`config.mk`:
```
export PLATFORM = sky130hd
export DESIGN_NAME = ict_cycle_timer
export DESIGN_NICKNAME = d
export VERILOG_FILES = /design/src/core/ict_pkg.sv /design/src/core/ict_sfr_penalty.sv /design/src/core/ict_cycle_timer.sv
export SDC_FILE = /design/constraint.sdc
export NUM_CORES = 1
export LEC_CHECK = 0
export ABC_AREA = 1
export BUFFER_PORTS_ARGS = -buffer_cell sky130_fd_sc_hd__buf_2
export CELL_PAD_IN_SITES_DETAIL_PLACEMENT = 1
export CELL_PAD_IN_SITES_GLOBAL_PLACEMENT = 2
export CORE_UTILIZATION = 26
export DETAILED_ROUTE_END_ITERATION = 8
export PLACE_DENSITY = 0.89
export SKIP_CTS_REPAIR_TIMING = 1
export SLEW_MARGIN = 20
export SYNTH_ARGS = -nofsm -noshare
export SYNTH_HDL_FRONTEND = slang
export SYNTH_SLANG_ARGS = --single-unit
```
`constraint.sdc`:
```
create_clock -name clock -period 14.05 [get_ports clock]
set_clock_uncertainty 0.15 [all_clocks]
set_input_delay 2.81 -clock clock [delete_from_list [all_inputs] [get_ports clock]]
set_output_delay 2.81 -clock clock [all_outputs]
set_load 0.01 [all_outputs]
```
`src/core/ict_pkg.sv`:
```
// Purpose: shared constants for the instruction cycle timing block
// Assumes: 16-bit address space, 32-bit APB data
// Notes:   offsets are byte addresses on the APB
package ict_pkg;
	// ------------------------------------------------------------
	// register map
	// ------------------------------------------------------------
	localparam logic [7:0]  OFS_WAIT_CTRL  = 8'h00;
	localparam logic [7:0]  OFS_BUS_CTRL   = 8'h04;
	localparam logic [7:0]  OFS_LAST_TOTAL = 8'h08;
	localparam logic [7:0]  OFS_CYC_ACCUM  = 8'h0C;
	localparam logic [7:0]  OFS_PORT_OUT   = 8'h10;
	localparam logic [15:0] WAIT_CTRL_RST  = 16'h0000;
	localparam logic [31:0] BUS_CTRL_RST   = 32'h0000_0000;
	// wait control: one nibble per 16 KB region
	localparam int          REGION_NIB     = 4;
	localparam int          WAIT_LSB       = 0;
	localparam int          HS_BIT         = 3;
	// bus control fields
	localparam int          BUS8_BIT       = 0;
	localparam int          PORT_DIR_LSB   = 8;
	// ------------------------------------------------------------
	// address windows
	// ------------------------------------------------------------
	localparam logic [15:0] ROM_LAST       = 16'hBFFF;
	localparam logic [15:0] PRAM_FIRST     = 16'hF700;
	localparam logic [15:0] PRAM_LAST      = 16'hFDFF;
	localparam logic [15:0] SFR_LO_FIRST   = 16'hFF00;
	localparam logic [15:0] SFR_LO_LAST    = 16'hFF1F;
	// ------------------------------------------------------------
	// timing counts in clocks
	// ------------------------------------------------------------
	localparam logic [3:0]  FETCH_BASE     = 4'h3;
	localparam logic [3:0]  SADDR_PENALTY  = 4'h4;
	localparam logic [3:0]  FLUSH_BASE     = 4'h7;
	localparam logic [1:0]  FLUSH_HS_SPAN  = 2'h1;
	localparam logic [1:0]  FLUSH_NF_SPAN  = 2'h3;
	// ------------------------------------------------------------
	// fixed vectors
	// ------------------------------------------------------------
	localparam logic [15:0] VEC_RESET      = 16'h0000;
	localparam logic [15:0] VEC_BREAK      = 16'h003E;
	localparam logic [15:0] VEC_TRAP       = 16'h003C;
	// ------------------------------------------------------------
	// special register classes
	// ------------------------------------------------------------
	typedef enum logic [3:0] {
		ICT_SFR_PLAIN,
		ICT_SFR_TIMER_ZERO,
		ICT_SFR_TIMER_ONE_TWO,
		ICT_SFR_TIMER_THREE,
		ICT_SFR_UPDOWN,
		ICT_SFR_COMPARE,
		ICT_SFR_UPDOWN_COMPARE,
		ICT_SFR_TIMER_MODE,
		ICT_SFR_UPDOWN_MODE,
		ICT_SFR_IRQ_CTRL,
		ICT_SFR_EXTERNAL,
		ICT_SFR_WAIT_CTRL
	} ict_sfr_class_e;
endpackage

```
`src/core/ict_sfr_penalty.sv`:
```
// Purpose: per-access clock increase of a special register operand
// Assumes: peripheral state is given as an offset into the allowed range
// Notes:   offset saturates at the top of the range
`timescale 1ns/1ps
module ict_sfr_penalty
	import ict_pkg::*;
#(
	parameter int WAIT_W = 3
) (
	input  wire ict_pkg::ict_sfr_class_e sfrClass,
	input  wire logic                    isWrite,
	input  wire logic [2:0]              periphState,
	input  wire logic [WAIT_W-1:0]       waitCount,
	input  wire logic                    highSpeed,
	output logic [3:0]                   perAccess
);
	logic [3:0] lo;
	logic [3:0] span;

	always_comb begin
		lo   = 4'h0;
		span = 4'h0;
		unique case (sfrClass)
			ICT_SFR_TIMER_ZERO: begin
				lo   = isWrite ? 4'h0 : 4'h1;
				span = isWrite ? 4'h0 : 4'h1;
			end
			ICT_SFR_TIMER_ONE_TWO: begin
				lo   = isWrite ? 4'h0 : 4'h1;
				span = isWrite ? 4'h0 : 4'h3;
			end
			ICT_SFR_TIMER_THREE: begin
				lo   = isWrite ? 4'h0 : 4'h1;
				span = isWrite ? 4'h0 : 4'h7;
			end
			ICT_SFR_UPDOWN: begin
				lo   = isWrite ? 4'h0 : 4'h1;
				span = 4'h7;
			end
			ICT_SFR_COMPARE: begin
				lo   = isWrite ? 4'h0 : 4'h1;
				span = 4'h1;
			end
			ICT_SFR_UPDOWN_COMPARE: begin
				lo   = isWrite ? 4'h0 : 4'h1;
				span = 4'h5;
			end
			ICT_SFR_TIMER_MODE: span = isWrite ? 4'h1 : 4'h0;
			ICT_SFR_UPDOWN_MODE: span = isWrite ? 4'h3 : 4'h0;
			ICT_SFR_IRQ_CTRL: lo = isWrite ? 4'h1 : 4'h2;
			// waits only apply when not in high-speed fetch
			ICT_SFR_EXTERNAL: lo = highSpeed ? 4'h0 : 4'(waitCount);
			ICT_SFR_WAIT_CTRL: lo = isWrite ? 4'h1 : 4'h0;
			default: lo = 4'h0;
		endcase
		perAccess = lo + (({1'b0, periphState} > span) ? span : {1'b0, periphState});
	end
endmodule

```
`src/core/ict_cycle_timer.sv`:
```
// Purpose: per-instruction clock accounting for the 16-bit core
// Assumes: one instruction descriptor per instrValid pulse
// Notes:   result appears one clock after the descriptor
// What this block does
// - high-speed internal code: base is summed clocks
// - normal fetch: max of clocks, bytes times (3+n)
// - no high-speed selected means normal rule applies
// - low special window short access adds four
// - two-operand short access counts each window operand
// - register delay is per-access times access count
// - timer count reads add state-dependent ranged delay
// - compare registers add 1-2 read, 0-1 write
// - updown/timer3 compares add 1-6 read, 0-5 write
// - interrupt control registers add two read, one write
// - external register window adds n, or zero high-speed
// - branch flushes queue, adds 7-8 or 7-10+n
// - ports become inputs after reset
// - reset, break, trap vectors fixed, ignore table base
// - eight-bit bus: upper pins carry address only
// - wait count comes from wait control register
// - after reset all regions use normal fetch
//
// Added by the designer: the placing of the registers and register access over APB.
`timescale 1ns/1ps
module ict_cycle_timer
	import ict_pkg::*;
#(
	parameter int WAIT_W = 3
) (
	input  wire logic                    clock,
	input  wire logic                    rst_n,
	input  wire logic                    psel,
	input  wire logic                    penable,
	input  wire logic                    pwrite,
	input  wire logic [7:0]              paddr,
	input  wire logic [31:0]             pwdata,
	output logic [31:0]                  prdata,
	output logic                         pready,
	output logic                         pslverr,
	input  wire logic                    instrValid,
	input  wire logic [15:0]             codeAddr,
	input  wire logic [7:0]              instrClocks,
	input  wire logic [3:0]              instrBytes,
	input  wire logic                    saddrUseA,
	input  wire logic [15:0]             saddrAddrA,
	input  wire logic [1:0]              saddrAccA,
	input  wire logic                    saddrUseB,
	input  wire logic [15:0]             saddrAddrB,
	input  wire logic [1:0]              saddrAccB,
	input  wire ict_pkg::ict_sfr_class_e sfrClass,
	input  wire logic                    sfrWrite,
	input  wire logic [2:0]              sfrAccesses,
	input  wire logic [2:0]              periphState,
	input  wire logic                    isBranch,
	input  wire logic [1:0]              fetchPhase,
	input  wire logic                    vectorTableBaseFlag,
	input  wire logic                    busAddrPhase,
	input  wire logic [15:0]             busAddr,
	input  wire logic [15:0]             busData,
	output logic                         resultValid,
	output logic [11:0]                  cycleTotal,
	output logic [7:0]                   upperBus,
	output logic [7:0]                   portOut,
	output logic [7:0]                   portOe,
	output logic [15:0]                  resetVector,
	output logic [15:0]                  breakVector,
	output logic [15:0]                  trapVector
);
	// ------------------------------------------------------------
	// registers and APB slave
	// ------------------------------------------------------------
	logic [15:0] waitCtrl_reg, waitCtrl_next;
	logic [31:0] busCtrl_reg, busCtrl_next;
	logic [7:0]  portOut_reg, portOut_next;
	logic [31:0] cycAccum_reg, cycAccum_next;
	logic        apbWr;
	logic        mapped;

	assign apbWr   = psel && penable && pwrite;
	assign pready  = 1'b1;
	assign mapped  = paddr == OFS_WAIT_CTRL || paddr == OFS_BUS_CTRL || paddr == OFS_LAST_TOTAL ||
		paddr == OFS_CYC_ACCUM || paddr == OFS_PORT_OUT;
	// unmapped offsets answer with an error and read zero
	assign pslverr = psel && penable && !mapped;

	always_comb begin
		unique case (paddr)
			OFS_WAIT_CTRL:  prdata = {16'h0000, waitCtrl_reg};
			OFS_BUS_CTRL:   prdata = busCtrl_reg;
			OFS_LAST_TOTAL: prdata = {20'h0_0000, cycleTotal};
			OFS_CYC_ACCUM:  prdata = cycAccum_reg;
			OFS_PORT_OUT:   prdata = {24'h00_0000, portOut_reg};
			default:        prdata = 32'h0000_0000;
		endcase
	end

	always_comb begin
		waitCtrl_next = waitCtrl_reg;
		busCtrl_next  = busCtrl_reg;
		portOut_next  = portOut_reg;
		if (apbWr && paddr == OFS_WAIT_CTRL) begin
			waitCtrl_next = pwdata[15:0];
		end
		if (apbWr && paddr == OFS_BUS_CTRL) begin
			busCtrl_next = pwdata;
		end
		if (apbWr && paddr == OFS_PORT_OUT) begin
			portOut_next = pwdata[7:0];
		end
	end

	always_ff @(posedge clock or negedge rst_n) begin
		if (!rst_n) begin
			waitCtrl_reg <= WAIT_CTRL_RST;
			busCtrl_reg  <= BUS_CTRL_RST;
			portOut_reg  <= 8'h00;
		end else begin
			waitCtrl_reg <= waitCtrl_next;
			busCtrl_reg  <= busCtrl_next;
			portOut_reg  <= portOut_next;
		end
	end

	// ------------------------------------------------------------
	// pins and vectors
	// ------------------------------------------------------------
	// latch value is don't-care while the driver is off
	assign portOut     = portOut_reg;
	assign portOe      = busCtrl_reg[PORT_DIR_LSB +: 8];
	assign upperBus    = (busCtrl_reg[BUS8_BIT] || busAddrPhase) ? busAddr[15:8] : busData[15:8];
	// table base only moves the other vectors
	assign resetVector = VEC_RESET;
	assign breakVector = VEC_BREAK;
	assign trapVector  = VEC_TRAP;

	// ------------------------------------------------------------
	// region decode and base count
	// ------------------------------------------------------------
	logic [3:0]        regionNib;
	logic [WAIT_W-1:0] waitN;
	logic              hsEff;
	logic              internalCode;
	logic [11:0]       clocksWide;
	logic [11:0]       fetchBound;
	logic [11:0]       baseNext;

	assign regionNib    = waitCtrl_reg[codeAddr[15:14]*REGION_NIB +: REGION_NIB];
	assign waitN        = regionNib[WAIT_LSB +: WAIT_W];
	assign internalCode = codeAddr <= ROM_LAST || (codeAddr >= PRAM_FIRST && codeAddr <= PRAM_LAST);
	// external code can never use high-speed fetch
	assign hsEff        = regionNib[HS_BIT] && internalCode;
	assign clocksWide   = {4'h0, instrClocks};
	assign fetchBound   = 12'(instrBytes * (FETCH_BASE + 4'(waitN)));

	always_comb begin
		if (hsEff) begin
			baseNext = clocksWide;
		end else begin
			baseNext = (fetchBound > clocksWide) ? fetchBound : clocksWide;
		end
	end

	// ------------------------------------------------------------
	// correction factors
	// ------------------------------------------------------------
	logic        inWinA, inWinB;
	logic [11:0] saddrNext;
	logic [3:0]  perAccess;
	logic [11:0] sfrNext;
	logic [11:0] flushNext;
	logic [1:0]  flushSpan;

	assign inWinA    = saddrUseA && saddrAddrA >= SFR_LO_FIRST && saddrAddrA <= SFR_LO_LAST;
	assign inWinB    = saddrUseB && saddrAddrB >= SFR_LO_FIRST && saddrAddrB <= SFR_LO_LAST;
	// each window operand counted on its own
	assign saddrNext = 12'((inWinA ? saddrAccA : 2'd0) * SADDR_PENALTY) +
		12'((inWinB ? saddrAccB : 2'd0) * SADDR_PENALTY);

	ict_sfr_penalty #(
		.WAIT_W (WAIT_W)
	) u_penalty (
		.sfrClass    (sfrClass),
		.isWrite     (sfrWrite),
		.periphState (periphState),
		.waitCount   (waitN),
		.highSpeed   (hsEff),
		.perAccess   (perAccess)
	);

	assign sfrNext   = 12'(perAccess * sfrAccesses);
	assign flushSpan = hsEff ? FLUSH_HS_SPAN : FLUSH_NF_SPAN;

	always_comb begin
		flushNext = 12'h000;
		if (isBranch) begin
			flushNext = 12'(FLUSH_BASE) + 12'((fetchPhase > flushSpan) ? flushSpan : fetchPhase);
			if (!hsEff) begin
				flushNext = flushNext + 12'(waitN);
			end
		end
	end

	// ------------------------------------------------------------
	// result registers
	// ------------------------------------------------------------
	logic        valid_reg, valid_next;
	logic [11:0] base_reg, base_next;
	logic [11:0] saddr_reg, saddr_next;
	logic [11:0] sfr_reg, sfr_next;
	logic [11:0] flush_reg, flush_next;
	logic [11:0] total_reg, total_next;

	always_comb begin
		valid_next    = instrValid;
		base_next     = base_reg;
		saddr_next    = saddr_reg;
		sfr_next      = sfr_reg;
		flush_next    = flush_reg;
		total_next    = total_reg;
		cycAccum_next = cycAccum_reg;
		if (instrValid) begin
			base_next     = baseNext;
			saddr_next    = saddrNext;
			sfr_next      = sfrNext;
			flush_next    = flushNext;
			total_next    = baseNext + saddrNext + sfrNext + flushNext;
			cycAccum_next = cycAccum_reg + 32'(total_next);
		end
	end

	always_ff @(posedge clock or negedge rst_n) begin
		if (!rst_n) begin
			valid_reg    <= 1'b0;
			base_reg     <= 12'h000;
			saddr_reg    <= 12'h000;
			sfr_reg      <= 12'h000;
			flush_reg    <= 12'h000;
			total_reg    <= 12'h000;
			cycAccum_reg <= 32'h0000_0000;
		end else begin
			valid_reg    <= valid_next;
			base_reg     <= base_next;
			saddr_reg    <= saddr_next;
			sfr_reg      <= sfr_next;
			flush_reg    <= flush_next;
			total_reg    <= total_next;
			cycAccum_reg <= cycAccum_next;
		end
	end

	assign resultValid = valid_reg;
	assign cycleTotal  = total_reg;
endmodule

```
### After elaboration in Yosys (flattened, before gate mapping)

Index checks and enable logic that the tools add are counted.

* bits in registers: 101
* output and inout port bits: 119

* add/subtract/negate cells: 9
* multiply operators: 2
* $lt $le $gt $ge: 10
* eq/ne operators: 15
* shifts and indexed selects: 1
* multiplexer cells: 20
* reduce and logical (&&, ||, !) cells: 21

Operator list (count)
* 32-bit one-hot mux with 5 select lines: 1
* 16-bit less-or-equal comparator (second input constant): 4
* 16-bit greater-or-equal comparator (second input constant): 3
* 32-bit by 12-bit adder with 32-bit output: 1
* 4-bit one-hot mux with 8 select lines: 1
* 8-bit 2-to-1 mux: 3
* 4-bit by 3-bit == test with 1-bit output (second input constant): 4
* 4-bit == test (second input constant): 4
* 8-bit by 4-bit == test with 1-bit output (second input constant): 2
* 4-bit one-hot mux with 4 select lines: 1
* 16-bit by 5-bit indexed part select with 4-bit output: 1
* 2-bit 2-to-1 mux: 7
* 12-bit adder: 1
* 12-bit by 5-bit adder with 12-bit output: 1
* 12-bit by 7-bit adder with 12-bit output: 1
* 1-bit logical AND: 12
* 5-bit 2-to-1 mux: 2
* 4-bit by 2-bit == test with 1-bit output (second input constant): 2
* 8-bit by 3-bit == test with 1-bit output (second input constant): 1
* 8-bit by 5-bit == test with 1-bit output (second input constant): 1
* 8-bit greater-than comparator: 1
* 8-bit logical NOT: 1
* 4-bit by 4-bit multiplier with 8-bit output: 1
* 4-bit by 3-bit multiplier with 7-bit output: 1
* other kinds (14): 21

### Depth between registers and ports, before layout

* depth after elaboration: 13
* mapped depth: 55
* depth with buffers taken out: 53

### By module

From an unflattened synthesis, not the netlist that was laid out.

* cells, all modules: 1180
* area total of the unflattened synthesis: 8519.4 µm²

Modules (own cells, without submodules)
* ict_cycle_timer: instances 1, cells an instance 1108, area each 8139.1 µm², seq. area each 2477.4 µm²
* ict_sfr_penalty: instances 1, cells an instance 72, area each 380.4 µm², seq. area each 0.0 µm²

### Worst setup path before layout

Ideal clock, no wire load.

* path type: input to register
* start point: input port codeAddr[14]
* end point: register cycAccum_reg[21]
* library setup time: 0.113 ns
* data arrival time: 11.397 ns
* data required time: 13.787 ns
* path slack: 2.391 ns
* stages: 52
* path buffers: 2
* path through: buf_4 inv_4 nor2_1 nor2_1 o21ai_0 nand2_2 inv_2 ha_1 xnor2_1 or2_2 fa_1 fa_1 inv_1 fa_1 a21oi_1 nor2_1 nor2_1 xnor2_1 [... 16 more ...] inv_1 ha_1 fa_1 nand3_1 nand2_1 or2_2 nand2_1 inv_1 ha_1 nand2_1 nor2_1 nand3_1 nand3_1 nand2_1 nand2_1 nand3_1 nand2_1 inv_1

* longest elaborated chain between the ends: 13
* elaborated cells between the ends (all ways): 27

RTL lines
* from (decl): line ict_cycle_timer.sv:41 `input wire logic [15:0] codeAddr,`
* parallel branches: the longest is 11 deep, another holds 12-bit by 5-bit adder with 12-bit output
* 12-bit adder (*): line ict_cycle_timer.sv:226 `total_next = baseNext + saddrNext + sfrNext + flushNext;`
* 32-bit by 12-bit adder with 32-bit output (*): line ict_cycle_timer.sv:227 `cycAccum_next = cycAccum_reg + 32'(total_next);`
* to (signal assigned): line ict_cycle_timer.sv:247 `cycAccum_reg <= cycAccum_next;`
* to (decl): line ict_cycle_timer.sv:75 `logic [31:0] cycAccum_reg, cycAccum_next;`

Every way passes the cells marked *.
A chain may end at the register's enable or synchronous reset.

### Final worst setup path

* start point: input port codeAddr[14]
* end point: register cycAccum_reg[19]

Same word-level chain as after synthesis.

==> results.json <==
{
  "grt_overflow": 0,
  "cts_max_path_buffers": 2,
  "route.detailed.drc": 0,
  "place_congestion": 0.8604,
  "pwr-share-clk": 0.198,
  "multi_input_area_mm2": 0.004962,
  "rsz0062_at_grt": "no",
  "arrival_ns": 12.53,
  "grt_first_pass_wirelength_um": 44030,
  "setup_violations": 0,
  "slowest_delay_ns": 0.56,
  "end_kind": "register",
  "synth_area_mm2": 0.008569,
  "die_h_um": 183.5,
  "cts-root-buf": "clkbuf_16",
  "drv_slew": 0,
  "drtIter0Drc": 354,
  "clk_latency_ns": 0.35,
  "clk_pin_slew_ns": 0.07,
  "synthToLayoutAreaGrowth_pct": 16.44,
  "drt_pre_antenna_iters": 6,
  "crit_path_max_fanout": 11,
  "outcome": "complete, no violations",
  "drt_wl_total_um": 27480,
  "startpoint_type": "primary input",
  "pin_count": 279,
  "hold_viol_final": 0,
  "initial_utilization": 0.2641,
  "total_leakage_power_nw": 5.555,
  "synth_seq_cells": 99,
  "max-slew-margin-rel": 0.4362,
  "tns_ns": 0,
  "hold_class": "reg2reg",
  "ant_nets": 0,
  "avgSynthCellArea_um2": 7.213,
  "ir_worst_vdd_uv": 106.4,
  "n_fill_cell": 4149,
  "wire_per_inst_um": 15.22,
  "final_cell_mix": "nand2_1, buf_2, inv_1",
  "combPwrFrac": 0.518,
  "tightest_slew_ns": 0.8437,
  "ys_warn_count": 0,
  "vias_per_cell": 4.427,
  "period_minus_slack_ns": 12.44,
  "grt_pass1_vias": 8443,
  "power.density_mw_per_mm2": 128.2,
  "synth-seq-area-share": 0.2891,
  "critical_path_class": "in2reg",
  "crit_slowest_cell": "fa_1",
  "place_ws_ns": 1.252,
  "vias": 7996,
  "seqCellArea_mm2": 0.002477,
  "cts_num_sinks": 99,
  "hpwl_um": 22890,
  "synth_cells": 1188,
  "dieArea_mm2": 0.03369,
  "power_switching_mw": 0.5838,
  "fin_crit_sh": 0.8856,
  "grt_max_degree": 76,
  "drive_above_1_share": 0.2025,
  "cts_tree": "yes",
  "core_mm2": 0.03245,
  "rows": 66,
  "pwr-share-seq": 0.285,
  "htreeDepth": 3,
  "cp.required_ns": 14.14,
  "io_buffers": 192,
  "track_usage": 0.1675,
  "final_common_cell": "nand2_1",
  "p_sw_frac": 0.4564,
  "intPower_mw": 0.6953,
  "drv_cap": 0,
  "ys_types": 50,
  "max_freq_mhz": 80.37,
  "antenna_found_initial": 3,
  "die_w_um": 183.5,
  "r2r_slack_ns": 3.91,
  "setup_ws_ns": 1.607,
  "nNetsFinal": 1601,
  "cts_made_buffers": 9
}
cells in the mapped netlist (all sizes together):
cell type  instances  area [um^2]
nor2              71        281.5
buf               79        605.6
a21boi             3        33.78
or3                1        6.260
o2bb2ai            1        8.760
o211ai             6        45.04
or2                8        50.05
a22oi              1        7.510
a211oi             1        7.510
nand4             24        150.1
o22ai              3        18.77
ha                60        750.7
and3               4        25.02
xnor2              7        61.31
mux2               8        90.09
fa                23        460.4
o2111ai            1        8.760
nand2            365         1390
a31oi              2        12.51
inv              182        685.7
nand3             75        390.4
xor2              13        113.9
a21o               1        7.510
nor3b              2        20.02
o21bai             3        22.52
o21ai             93        544.3
a31o               1        8.760
dfrtp             99         2477
nand3b             3        22.52
conb               2        7.510
nor3              13        86.34
a21oi             27        146.4
clkbuf             6        22.52
per-layer routing:
metal | track usage | share of wire | vias up
met3 | 0.02932 | 0.057 | 24
met1 | 0.2065 | 0.44 | 3792
met2 | 0.3005 | 0.49 | 174
met4 | 0.03933 | 0.011 | 4
met5 | 0 | 0.00087 | -
li1 | - | - | 4002
power by group through the flow:
stage,Combinational [mW],Sequential [mW],Clock [mW]
2_1_floorplan,0.485,0.359,0
3_3_place_gp,0.647,0.369,0
3_5_place_dp,0.667,0.370,0
4_1_cts,0.672,0.365,0.259
5_1_grt,0.769,0.369,0.270
6_report,0.662,0.364,0.253
critical path: cells and delay by family:
kind	cells	cell delay (ns)
AO/OA/AOI/OAI	6	1.17
XOR/XNOR	2	0.36
adder cells (fa/ha/maj)	12	5.15
buffers and inverters	8	0.65
AND/OR/NAND/NOR	19	2.40
per-stage QoR:
step	power [mW]	area [um^2]	utilization	cells	hold slack (ns)
floorplan	0.8438	8753	-	1237	0.2917
global placement	1.016	9657	0.2976	1788	0.3045
detailed placement	1.037	9657	0.2976	1788	0.3104
CTS	1.297	9948	0.3065	1804	0.3288
global route	1.408	9978	0.3075	1806	0.3616
finish	1.279	9978	0.3075	1806	0.3261
final timing paths:
check,start,to,cells past startpoint
setup / recovery,codeAddr[14],cycAccum_reg[19],47
hold / removal,busCtrl_reg[29],busCtrl_reg[29],2
setup reg to reg,waitCtrl_reg[1],cycAccum_reg[19],44
hold reg to reg,busCtrl_reg[29],busCtrl_reg[29],2
max in group asynchronous,rst_n,busCtrl_reg[18],3
min in group asynchronous,rst_n,cycAccum_reg[20],1
final cells by class:
cell class              count  share of cell area
multi-input cells         871              0.4973
clock inverters             7            0.006646
inverters                 182             0.06871
well taps                 442             0.05542
clock buffers               9             0.02257
flip-flops and latches     99              0.2483
diodes                      1           0.0002508
repair buffers            195              0.1008
cell families after synthesis:
logic type      after synthesis  synth area share
xor+xnor                     20           0.02044
fa+ha+maj                    83            0.1413
compound gates              143            0.1018
other cells                   2         0.0008764
mux                           8           0.01051
flops                        99            0.2891
buf+inv                     267            0.1533
simple gates                566            0.2827
Power figures use the tool's default switching activity.
